`src/dpmb_pkg.sv`:
```
package dpmb_pkg;

  // ****************************************************************
  // Widths
  // ****************************************************************
  localparam int ADDR_W = 17;
  localparam int DATA_W = 36;
  localparam int LANE_W = 4;
  localparam int CNT_W = 4;
  localparam int SYNC_STAGES = 2;

  // ****************************************************************
  // Mailbox locations
  // ****************************************************************
  localparam logic [ADDR_W-1:0] MBOX_LEFT_ADDR = 17'h1_FFFE;
  localparam logic [ADDR_W-1:0] MBOX_RIGHT_ADDR = 17'h1_FFFF;

  // ****************************************************************
  // Timing
  // ****************************************************************
  localparam int CLK_PERIOD_NS = 10;
  localparam int T_BUSY_NS = 15;
  localparam int T_ACCESS_NS = 15;
  localparam int T_WRITE_PULSE_NS = 12;
  localparam int BUSY_CYC = (T_BUSY_NS + CLK_PERIOD_NS - 1) / CLK_PERIOD_NS;
  localparam int ACC_CYC = (T_ACCESS_NS + CLK_PERIOD_NS - 1) / CLK_PERIOD_NS;
  localparam int WP_CYC = (T_WRITE_PULSE_NS + CLK_PERIOD_NS - 1) / CLK_PERIOD_NS;
  // Pin inputs pass the synchroniser before use
  localparam int SETUP_CYC = BUSY_CYC + SYNC_STAGES;
  localparam int STROBE_CYC = ((ACC_CYC > WP_CYC) ? ACC_CYC : WP_CYC) + SYNC_STAGES;
  localparam logic [CNT_W-1:0] SETUP_LAST = CNT_W'(SETUP_CYC - 1);
  localparam logic [CNT_W-1:0] STROBE_LAST = CNT_W'(STROBE_CYC - 1);
  localparam logic [CNT_W-1:0] CNT_ZERO = 4'h0;
  localparam logic [CNT_W-1:0] CNT_ONE = 4'h1;

  // ****************************************************************
  // Types
  // ****************************************************************
  typedef enum logic [1:0] {
    DPMB_OP_READ,
    DPMB_OP_WRITE,
    DPMB_OP_SEM_READ,
    DPMB_OP_SEM_WRITE
  } dpmb_op_e;

  typedef struct packed {
    dpmb_op_e op;
    logic [ADDR_W-1:0] addr;
    logic [DATA_W-1:0] data;
    logic [LANE_W-1:0] lanes;
  } dpmb_cmd_s;

  typedef struct packed {
    logic [ADDR_W-1:0] addr;
    logic rw_n;
    logic port_select_n;
    logic semaphore_select_n;
    logic oe_n;
    logic [LANE_W-1:0] byte_lane_enable_n;
  } dpmb_pins_s;

  localparam logic [LANE_W-1:0] SEM_LANES_N = 4'hE;

endpackage

```
`src/dpmb_port_ctrl.sv`:
```
`timescale 1ns/1ps

// Operation
// [RQ1] Right write to 1FFFE sets left flag
// [RQ2] Left select plus output enable at 1FFFE clears
// [RQ3] Left write to 1FFFF sets right flag
// [RQ4] Right reads 1FFFF to clear its flag
// [RQ5] Mailbox words stay ordinary user storage
// [RQ6] Unused mailboxes behave as plain locations
// [RQ7] Flag changes only while busy is high
// [RQ8] Controller clears its flag after reset
// [RQ9] Master busy low only on matched selected addresses
// [RQ10] Later settling port gets busy low
// [RQ11] Near ties still busy exactly one side
// [RQ12] Master suppresses writes on busy-low port
// [RQ13] Master drives busy, slave takes busy input
// [RQ14] Slave busy is write inhibit only
// [RQ15] Slave busy held high, low blocks writes
// [RQ16] Depth expansion ANDs busy indications
// [RQ17] Busy may flag illegal simultaneous access
// [RQ18] Eight semaphores, write bit 0, read all
// [RQ19] Semaphore access: port select high, semaphore low
// [RQ20] Writing 0 takes token, other reads 1
// [RQ21] Other side's 0 kept as pending request
// [RQ22] Release passes token to pending requester
// [RQ23] Deselected port stands by, selected sees all
// [RQ24] Arbitration ignores read or write
// [RQ25] Drop select or enable between semaphore reads
module dpmb_port_ctrl #(
  parameter bit PORT_IS_LEFT = 1'b1,
  parameter int N_DEV = 1
) (
  input wire logic clk_sys,
  input wire logic reset_n,
  input wire logic cmd_valid,
  input wire dpmb_pkg::dpmb_cmd_s cmd,
  output logic cmd_ready,
  output logic rsp_valid,
  output logic [dpmb_pkg::DATA_W-1:0] rsp_data,
  output logic rsp_busy,
  input wire logic slave_mode,
  input wire logic write_block,
  output logic mailbox_pending,
  output logic contention_pulse,
  output dpmb_pkg::dpmb_pins_s pins,
  input wire logic [dpmb_pkg::DATA_W-1:0] data_in,
  output logic [dpmb_pkg::DATA_W-1:0] data_out,
  output logic data_oe,
  input wire logic [N_DEV-1:0] busy_in_n,
  output logic busy_out_n,
  output logic busy_oe,
  input wire logic mailbox_flag_n
);

  if (N_DEV < 1) $error("N_DEV must be at least 1");
  if (dpmb_pkg::STROBE_CYC > 16 || dpmb_pkg::SETUP_CYC > 16) $error("Counter too narrow");

  // ****************************************************************
  // Synchronisers
  // ****************************************************************
  localparam logic [dpmb_pkg::ADDR_W-1:0] OWN_MBOX =
    PORT_IS_LEFT ? dpmb_pkg::MBOX_LEFT_ADDR : dpmb_pkg::MBOX_RIGHT_ADDR; // RQ2 RQ4

  logic [dpmb_pkg::DATA_W-1:0] data_s1_q, data_s2_q;
  logic busy_s1_q, busy_s2_q, busy_prev_q;
  logic mbox_s1_q, mbox_s2_q;
  logic busy_all_n;

  assign busy_all_n = &busy_in_n; // RQ16

  always_ff @(posedge clk_sys)
  begin
    if (!reset_n)
    begin
      data_s1_q <= '0;
      data_s2_q <= '0;
      busy_s1_q <= 1'b1;
      busy_s2_q <= 1'b1;
      busy_prev_q <= 1'b1;
      mbox_s1_q <= 1'b1;
      mbox_s2_q <= 1'b1;
    end
    else
    begin
      data_s1_q <= data_in;
      data_s2_q <= data_s1_q;
      busy_s1_q <= busy_all_n;
      busy_s2_q <= busy_s1_q;
      busy_prev_q <= busy_s2_q;
      mbox_s1_q <= mailbox_flag_n;
      mbox_s2_q <= mbox_s1_q;
    end
  end

  assign mailbox_pending = ~mbox_s2_q;
  assign contention_pulse = busy_prev_q & ~busy_s2_q; // RQ17

  // ****************************************************************
  // Slave busy drive
  // ****************************************************************
  logic busy_oe_q, busy_oe_d, busy_out_q, busy_out_d;

  always_comb
  begin
    busy_oe_d = slave_mode; // RQ13
    busy_out_d = slave_mode ? ~write_block : 1'b1; // RQ15
  end

  always_ff @(posedge clk_sys)
  begin
    if (!reset_n)
    begin
      busy_oe_q <= 1'b0;
      busy_out_q <= 1'b1;
    end
    else
    begin
      busy_oe_q <= busy_oe_d;
      busy_out_q <= busy_out_d;
    end
  end

  assign busy_oe = busy_oe_q;
  assign busy_out_n = busy_out_q;

  // ****************************************************************
  // Access sequencer
  // ****************************************************************
  typedef enum logic [1:0] {ST_IDLE, ST_SETUP, ST_STROBE, ST_RECOVER} dpmb_state_e;

  localparam dpmb_pkg::dpmb_pins_s PINS_IDLE = '{
    addr: '0, rw_n: 1'b1, port_select_n: 1'b1, semaphore_select_n: 1'b1,
    oe_n: 1'b1, byte_lane_enable_n: '1};

  dpmb_state_e state_q, state_d;
  dpmb_pkg::dpmb_cmd_s cur_q, cur_d;
  dpmb_pkg::dpmb_pins_s pins_q, pins_d;
  logic [dpmb_pkg::CNT_W-1:0] cnt_q, cnt_d;
  logic [dpmb_pkg::DATA_W-1:0] dout_q, dout_d, rsp_data_q, rsp_data_d;
  logic doe_q, doe_d, init_q, init_d, seen_q, seen_d;
  logic rsp_valid_q, rsp_valid_d, rsp_busy_q, rsp_busy_d;
  logic is_sem, is_write, need_wait, busy_low;
  dpmb_pkg::dpmb_cmd_s next_cmd;

  assign busy_low = ~busy_s2_q & ~slave_mode; // RQ14
  assign is_sem = cur_q.op inside {dpmb_pkg::DPMB_OP_SEM_READ, dpmb_pkg::DPMB_OP_SEM_WRITE};
  assign is_write = cur_q.op inside {dpmb_pkg::DPMB_OP_WRITE, dpmb_pkg::DPMB_OP_SEM_WRITE};
  // Flag clear needs busy high too, and both may be refused
  assign need_wait = ~is_sem & (is_write | init_q); // RQ7 RQ12
  assign cmd_ready = (state_q == ST_IDLE) & ~init_q;

  always_comb
  begin
    next_cmd = cmd;
    if (init_q)
    begin
      next_cmd.op = dpmb_pkg::DPMB_OP_READ; // RQ8
      next_cmd.addr = OWN_MBOX;
      next_cmd.data = '0;
      next_cmd.lanes = '1;
    end
  end

  always_comb
  begin
    state_d = state_q;
    cur_d = cur_q;
    pins_d = pins_q;
    cnt_d = cnt_q;
    dout_d = dout_q;
    doe_d = doe_q;
    init_d = init_q;
    seen_d = seen_q;
    rsp_valid_d = 1'b0;
    rsp_data_d = rsp_data_q;
    rsp_busy_d = rsp_busy_q;
    case (state_q)
      ST_IDLE:
      begin
        if (init_q || cmd_valid)
        begin
          cur_d = next_cmd;
          pins_d = PINS_IDLE;
          pins_d.addr = next_cmd.addr;
          if (next_cmd.op inside {dpmb_pkg::DPMB_OP_SEM_READ, dpmb_pkg::DPMB_OP_SEM_WRITE})
          begin
            pins_d.semaphore_select_n = 1'b0; // RQ19
            pins_d.byte_lane_enable_n = dpmb_pkg::SEM_LANES_N;
            dout_d = {dpmb_pkg::DATA_W{next_cmd.data[0]}}; // RQ18
          end
          else
          begin
            pins_d.port_select_n = 1'b0; // RQ23
            pins_d.byte_lane_enable_n = ~next_cmd.lanes;
            dout_d = next_cmd.data;
          end
          doe_d = next_cmd.op inside {dpmb_pkg::DPMB_OP_WRITE, dpmb_pkg::DPMB_OP_SEM_WRITE};
          seen_d = 1'b0;
          cnt_d = dpmb_pkg::SETUP_LAST;
          state_d = ST_SETUP;
        end
      end
      ST_SETUP:
      begin
        if (busy_low)
          seen_d = 1'b1;
        if (cnt_q != dpmb_pkg::CNT_ZERO)
          cnt_d = cnt_q - dpmb_pkg::CNT_ONE;
        else if (!(need_wait && busy_low)) // RQ10 RQ11
        begin
          if (is_write)
            pins_d.rw_n = 1'b0;
          else
            pins_d.oe_n = 1'b0;
          cnt_d = dpmb_pkg::STROBE_LAST;
          state_d = ST_STROBE;
        end
      end
      ST_STROBE:
      begin
        if (busy_low && !is_sem)
          seen_d = 1'b1;
        if (cnt_q != dpmb_pkg::CNT_ZERO)
          cnt_d = cnt_q - dpmb_pkg::CNT_ONE;
        else
        begin
          pins_d.rw_n = 1'b1;
          pins_d.oe_n = 1'b1;
          rsp_data_d = data_s2_q; // RQ20 RQ21 RQ22
          rsp_busy_d = seen_q | (busy_low & ~is_sem);
          rsp_valid_d = ~init_q;
          init_d = 1'b0;
          state_d = ST_RECOVER;
        end
      end
      ST_RECOVER:
      begin
        pins_d = PINS_IDLE; // RQ25
        pins_d.addr = pins_q.addr;
        doe_d = 1'b0;
        state_d = ST_IDLE;
      end
      default:
      begin
        state_d = ST_IDLE;
        pins_d = PINS_IDLE;
        doe_d = 1'b0;
      end
    endcase
  end

  always_ff @(posedge clk_sys)
  begin
    if (!reset_n)
    begin
      state_q <= ST_IDLE;
      cur_q <= '0;
      pins_q <= PINS_IDLE;
      cnt_q <= dpmb_pkg::CNT_ZERO;
      dout_q <= '0;
      doe_q <= 1'b0;
      init_q <= 1'b1;
      seen_q <= 1'b0;
      rsp_valid_q <= 1'b0;
      rsp_data_q <= '0;
      rsp_busy_q <= 1'b0;
    end
    else
    begin
      state_q <= state_d;
      cur_q <= cur_d;
      pins_q <= pins_d;
      cnt_q <= cnt_d;
      dout_q <= dout_d;
      doe_q <= doe_d;
      init_q <= init_d;
      seen_q <= seen_d;
      rsp_valid_q <= rsp_valid_d;
      rsp_data_q <= rsp_data_d;
      rsp_busy_q <= rsp_busy_d;
    end
  end

  assign pins = pins_q;
  assign data_out = dout_q;
  assign data_oe = doe_q;
  assign rsp_valid = rsp_valid_q;
  assign rsp_data = rsp_data_q;
  assign rsp_busy = rsp_busy_q;
endmodule

```
`config.mk`:
```
export PLATFORM = sky130hd
export DESIGN_NAME = dpmb_port_ctrl
export DESIGN_NICKNAME = d
export VERILOG_FILES = /design/src/dpmb_pkg.sv /design/src/dpmb_port_ctrl.sv
export SDC_FILE = /design/constraint.sdc
export NUM_CORES = 1
export LEC_CHECK = 0
export BUFFER_PORTS_ARGS = -buffer_cell sky130_fd_sc_hd__buf_4
export CAP_MARGIN = 10
export CORE_MARGIN = 2
export CORE_UTILIZATION = 45
export CTS_CLUSTER_DIAMETER = 50
export DETAILED_ROUTE_END_ITERATION = 10
export GPL_ROUTABILITY_DRIVEN = 0
export HOLD_SLACK_MARGIN = 0.08
export PLACE_DENSITY = 0.72
export SLEW_MARGIN = 10
export SYNTH_ARGS = -nofsm -noshare
export SYNTH_HDL_FRONTEND = slang
export SYNTH_SLANG_ARGS = --single-unit
```
`constraint.sdc`:
```
create_clock -name clk_sys -period 1.9 [get_ports clk_sys]
set_input_delay 0 -clock clk_sys [delete_from_list [all_inputs] [get_ports clk_sys]]
set_output_delay 0 -clock clk_sys [all_outputs]
set_load 0.1 [all_outputs]
```
==> results of run 1 <==
-- cell type report --
class                           count  area [um2]
Multi-Input combinational cell    405        2370
Clock buffer                       23         488
Inverter                            7        26.3
Sequential cell                   189        3790
Clock inverter                      9         133
Timing Repair Buffer              325        2750
Fill cell                         957        4050
Tap cell                          180         225
-- kinds of logic (layout without fill, tap and decap cells) --
| logic type | after synthesis | in the layout |
|---|---|---|
| compound gates | 158 | 158 |
| flops | 189 | 189 |
| mux | 3 | 3 |
| buf+inv | 50 | 364 |
| simple gates | 237 | 237 |
| fa+ha+maj | 7 | 7 |
-- worst reg2reg max path, stage by stage (launching register included) --
cell and delay [ns]:
dfxtp_2 0.36, inv_1 0.08, ha_2 0.24, o21ai_1 0.14
buf_4 0.16, nand2_1 0.05, a21boi_1 0.13, dlygate4sd3_1 0.55
-- power by group --
group / internal [uW] / switching (uW)
logic: 1800 / 5220
registers: 4610 / 355
clock network: 2220 / 1470
total: 8620 / 7050
-- per-layer routing --
metal,global-route usage (%),up-vias,wire length (um)
li1,-,2742,-
met1,26.4,2655,6920
met2,38.8,213,8600
met3,7.11,27,1220
met4,7.61,0,294
met5,0,-,0
-- final timing paths --
kind,from,end,slack [ns],depth (start not counted)
max,state_q[0],cur_q[57],0.15,7
min,cmd_valid,pins[9],0.13,3
max reg2reg,state_q[0],cur_q[57],0.15,7
min reg2reg,busy_s1_q,busy_s2_q,0.41,1
-- cells in the final DEF, fill, tap and decap left out, types with 2 or more instances in the layout --
cell           count
buf_4            216
dfxtp_1          187
nand2_1          131
dlygate4sd3_1    105
and2_1            75
o21ai_0           42
a21oi_1           38
a21boi_0          36
clkbuf_16         17
o221a_2           16
inv_1              7
nor2b_1            6
o21a_1             6
nand2b_1           6
ha_1               6
nor2_1             4
clkbuf_8           4
buf_12             4
mux2i_1            3
o311ai_0           3
bufinv_16          3
nor3b_2            2
nor2_2             2
o311a_1            2
o221a_1            2
a21oi_2            2
a22oi_1            2
a21boi_1           2
clkinv_2           2
clkinvlp_4         2
clkbuf_1           2
dfxtp_2            2
-- state kept, by name, summed over array words and instances (netlist names), 2 cells and up --
signal,count
data_out,36
data_s1_q,36
data_s2_q,36
rsp_data,36
pins,25
cnt_q,4
cur_q,2
state_q,2
-- what timing repair did --
| item | CTS | global route |
|---|---|---|
| setup endpoints to repair | 0 | 4 |
| buffers inserted | 0 | 1 |
| hold buffers | 105 | 0 |
| gates resized for setup | 0 | 6 |
| hold endpoints to repair | 124 | 0 |
-- through the flow --
stage / utilization (%) / cells / hold slack [ns] / worst slack (ns) / total power (uW)
after floorplan: - / 644 / 0.0619 / 0.0297 / 10200
after global placement: 58.5 / 1000 / 0.161 / 0.174 / 11600
after detailed placement: 58.5 / 1000 / 0.164 / 0.0803 / 11700
after CTS: 70.6 / 1137 / 0.103 / 0.0373 / 15600
after global routing: 70.7 / 1138 / 0.120 / 0.0180 / 16300
final: 70.7 / 1138 / 0.129 / 0.150 / 15700
==> results.toml, run 1 <==
[outcome]
status = "completed"

[detailed_routing]
drt_iter0_drc = 349
drtAntennaViolNets = 0
vias_per_cell = 4.95
drt-wirelength-per-cell_um = 15.0
post-route-drc-count = 0
num_vias = 5637
drtPass1Iterations = 5
wirelength_mm = 17.0

[clock_network]
cts_tree = "done"
cts_max_level = 4
clk_pin_slew_ns = 0.07
cts.sinks = 189
clkLatencyLatePin_ns = 0.42
numCtsBuffers = 17
cts_buffer_depth = 2
clockRootBuffer = "clkbuf_16"

[synth]
synth_adder_area_share_pct = 1.38
synth_edf_count = 0
synth_nets = 753
synth_mux_area_share_pct = 0.474
ys_seq_area_share_pct = 59.7
synth_top_area_share_pct = 59.7
yosys_register_bits = 189
postSynthAreaPerCell_um2 = 9.85
ys.flop_type = "dfxtp_1"
synthCells = 644
yosysUniqueCellTypes = 40
yosysWarnings = 0
synth_top_family_by_area = "simple AND/OR/NAND/NOR gates"
synth-simple-area-share_pct = 18.3
synth_area_leader_cell = "dfxtp_1"
synth_compound_gate_area_share_pct = 16.8
synthTopCellsByCount = "dfxtp_1 (189), nand2_1 (132), and2_1 (75), o21ai_0 (43), a21oi_1 (38)"
yosysMostFrequentCell = "dfxtp_1"
async_flop_share_pct = 0
synth.area.top_cells = "dfxtp_1 (60%), nand2_1 (7.8%), and2_1 (7.4%)"
synthesis.area_um2 = 6340
synth_xor_area_share_pct = 0

[sta]
skew_ns = 0.00855
tns_ns = 0
slew_headroom_pct = 72.8
setup_viol_count_final = 0
rsz0062_at_grt = "false"
fmax_mhz = 572
worst_slew_pin_slew_ns = 0.408
finalCritPeriodShare_pct = 92.1
final_hold_viol_count = 0
layout_min_cycle_time_ns = 1.75
slew_violations = 0

[place]
hpwl_mm = 10.1
portBuffers = 206
place_area_um2 = 8090

[global_route]
antenna_found_initial = 0
grt_usage_pct = 22.5
grt_pass1_wl_mm = 26.7
grt_start_max_net_pins = 103
grt_pass1_vias = 5609
overflow = 0

[critical_path]
endpoint_kind = "flip-flop"
worstPathMaxFanout = 8
arrival_ns = 2.12
path_class = "reg2reg"
cp_slowest_stage_delay_ns = 0.55
path_buf_inv = 3
worstSetupStartpointType = "flip-flop"
slowest_stage = "dlygate4sd3_1"
worst_ep_required_time_ns = 2.27
path_delay_family = "buffers and inverters"
crit_chain = "inv_1 -> ha_2 -> o21ai_1 -> buf_4 -> nand2_1 -> a21boi_1 -> dlygate4sd3_1"

[pwr]
power-per-cell-area_nw_per_um2 = 1600
ir_worst_vdd_v = 0.00176
leakage_uw = 0.00416

[die]
initial_utilization_pct = 45.9
fp.dieW_um = 123
io_pins = 207
rows = 43
die_area_um2 = 15100
coreArea_um2 = 13800
die-height_um = 123

[run]
max_cap_violations = 0

[cells_and_area]
fin_area_um2 = 9780
nets = 1054
antenna_cells = 0
post_route_cells_drive_above_1_share_pct = 29.1
synthToLayoutAreaGrowth_pct = 54.2

[hold_path]
hold_path.class = "in2reg"
(Power assumes the default switching activity.)
==> inputs of run 2 (changes only) <==
--- a/config.mk
+++ b/config.mk
@@ -13,6 +13,7 @@
 export DETAILED_ROUTE_END_ITERATION = 10
 export GPL_ROUTABILITY_DRIVEN = 0
 export HOLD_SLACK_MARGIN = 0.08
+export MAX_ROUTING_LAYER = met4
 export PLACE_DENSITY = 0.72
 export SLEW_MARGIN = 10
 export SYNTH_ARGS = -nofsm -noshare
==> run 2 against run 1 <==
  * Final cell count did not move
  * Utilization is the same
  * Sequential power hardly changed
  * First-iteration DRC count rose by 17%
  * Flip-flop and latch count is the same
  * Worst setup slack about the same
  * Register-to-register slack barely moved
  * Wire length increased by 0.19%
  * Critical path type unchanged
  * Critical path depth shrank 1
==> results.toml, run 2 (synthesis results as in run 1) <==
[sta]
rsz0062_at_grt = "false"
slew_headroom_pct = 72.8
worst_slew_pin_slew_ns = 0.409
layout_min_cycle_time_ns = 1.75
skew_ns = 0.0144
fmax_mhz = 571
fin_ws_ns = 0.150
hold_slack_ns = 0.132
finalCritPeriodShare_pct = 92.1
final_hold_viol_count = 0
slew_violations = 0
tns_ns = 0
setup_viol_count_final = 0

[detailed_routing]
wirelength_mm = 17.1
drtPass1Iterations = 5
drt-wirelength-per-cell_um = 15.0
num_vias = 5652
drt_iter0_drc = 410
vias_per_cell = 4.97
drtAntennaViolNets = 0
post-route-drc-count = 0

[critical_path]
crit_chain = "inv_1 -> ha_2 -> and3b_1 -> nand2_1 -> a21boi_1 -> dlygate4sd3_1"
endpoint_kind = "flip-flop"
rr_worst_depth = 6
path_class = "reg2reg"
arrival_ns = 2.12
worstSetupPathDepth = 6
worstPathMaxFanout = 8
worstSetupStartpointType = "flip-flop"
worst_ep_required_time_ns = 2.27
r2r_start = "state_q[0]"
cp-startpoint = "state_q[0]"
path_delay_family = "buffers and inverters"
slowest_stage = "dlygate4sd3_1"
path_buf_inv = 2
cp_slowest_stage_delay_ns = 0.55

[run]
max_cap_violations = 0

[pwr]
ir_worst_vdd_v = 0.00175
p_clk_share_pct = 23.6
p_sw_share_pct = 45.0
intPower_uw = 8620
p_switching_uw = 7050
combPwrFrac_pct = 44.8
leakage_uw = 0.00416
power_uw = 15700
power-per-cell-area_nw_per_um2 = 1600
p_seq_share_pct = 31.6

[place]
portBuffers = 206
hpwl_mm = 10.1
dp_slack_ns = 0.0803

[cells_and_area]
final_core_util_pct = 70.7
n_fill_cell = 957
final_cell_mix = "buf_4 (216), dfxtp_1 (187), nand2_1 (131)"
antenna_cells = 0
multi_input_comb_area_um2 = 2370
ff_latch_area_um2 = 3790
final_common_cell = "buf_4"
nets = 1054
post_route_cells_drive_above_1_share_pct = 29.1
synthToLayoutAreaGrowth_pct = 54.2

[outcome]
status = "completed"

[global_route]
grt_usage_pct = 23.2
overflow = 0
antenna_found_initial = 0
grt_start_max_net_pins = 103
grt_pass1_vias = 5630
grt_pass1_wl_mm = 26.7

[die]
rows = 43
coreArea_um2 = 13800
die-height_um = 123
die_area_um2 = 15100
io_pins = 207
initial_utilization_pct = 45.9
fp.dieW_um = 123

[hold_path]
hold_path_depth = 3
hold_start = "cmd_valid"
hold_path.class = "in2reg"

[clock_network]
clockRootBuffer = "clkbuf_16"
cts_tree = "done"
cts_max_level = 4
clkLatencyLatePin_ns = 0.42
cts_buffer_depth = 2
clk_pin_slew_ns = 0.07
cts.sinks = 189
numCtsBuffers = 17
## run 2: cell counts in the layout (fill, tap and decap cells not counted)
No cell type changed its count.
## run 2: path summary, 6_finish.rpt
path,endpoint,slack [ns]
min reg2reg,busy_s2_q,0.41
min,pins[21],0.13
max reg2reg,cur_q[57],0.15
max,cur_q[57],0.15
## run 2: final cells by class
class                   count  area share [%]
inverters                   7           0.269
clock buffers              23            4.99
multi-input cells         405            24.2
well taps                 180            2.30
repair buffers            325            28.1
clock inverters             9            1.36
flip-flops and latches    189            38.7
## run 2: repair_timing
item                                    4_1_cts  5_1_grt
resized for setup                             0        6
hold buffers                                105        0
endpoints found under the setup margin        0        4
buffers inserted                              0        1
hold endpoints to repair                    124        0
## run 2: through the flow
| stage | std cells | cell area, um2 |
|---|---|---|
| finish | 1138 | 9780 |
| global route | 1138 | 9780 |
| global placement | 1000 | 8090 |
| CTS | 1137 | 9760 |
| floorplan | 644 | 6360 |
| detailed placement | 1000 | 8090 |
## run 2: worst min-delay path, stage by stage
cell and delay (ns):
buf_4 0.14, nand2_4 0.17, o221a_2 0.21
## run 2: layer usage
layer / GRT usage, % / vias to the layer above / part of all wire (%)
met5: - / - / 0
met4: 7.83 / 0 / 1.6
met3: 5.86 / 24 / 5.9
met2: 38.6 / 204 / 51
met1: 27.3 / 2678 / 42
li1: - / 2746 / -
## run 2: power groups by stage
stage / clock network, uW / logic, uW / registers, uW
3_5_place_dp: 0 / 6740 / 4990
2_1_floorplan: 0 / 1730 / 8430
6_report: 3690 / 7020 / 4960
5_1_grt: 3920 / 7320 / 5020
3_3_place_gp: 0 / 6630 / 4970
4_1_cts: 3750 / 6930 / 4930
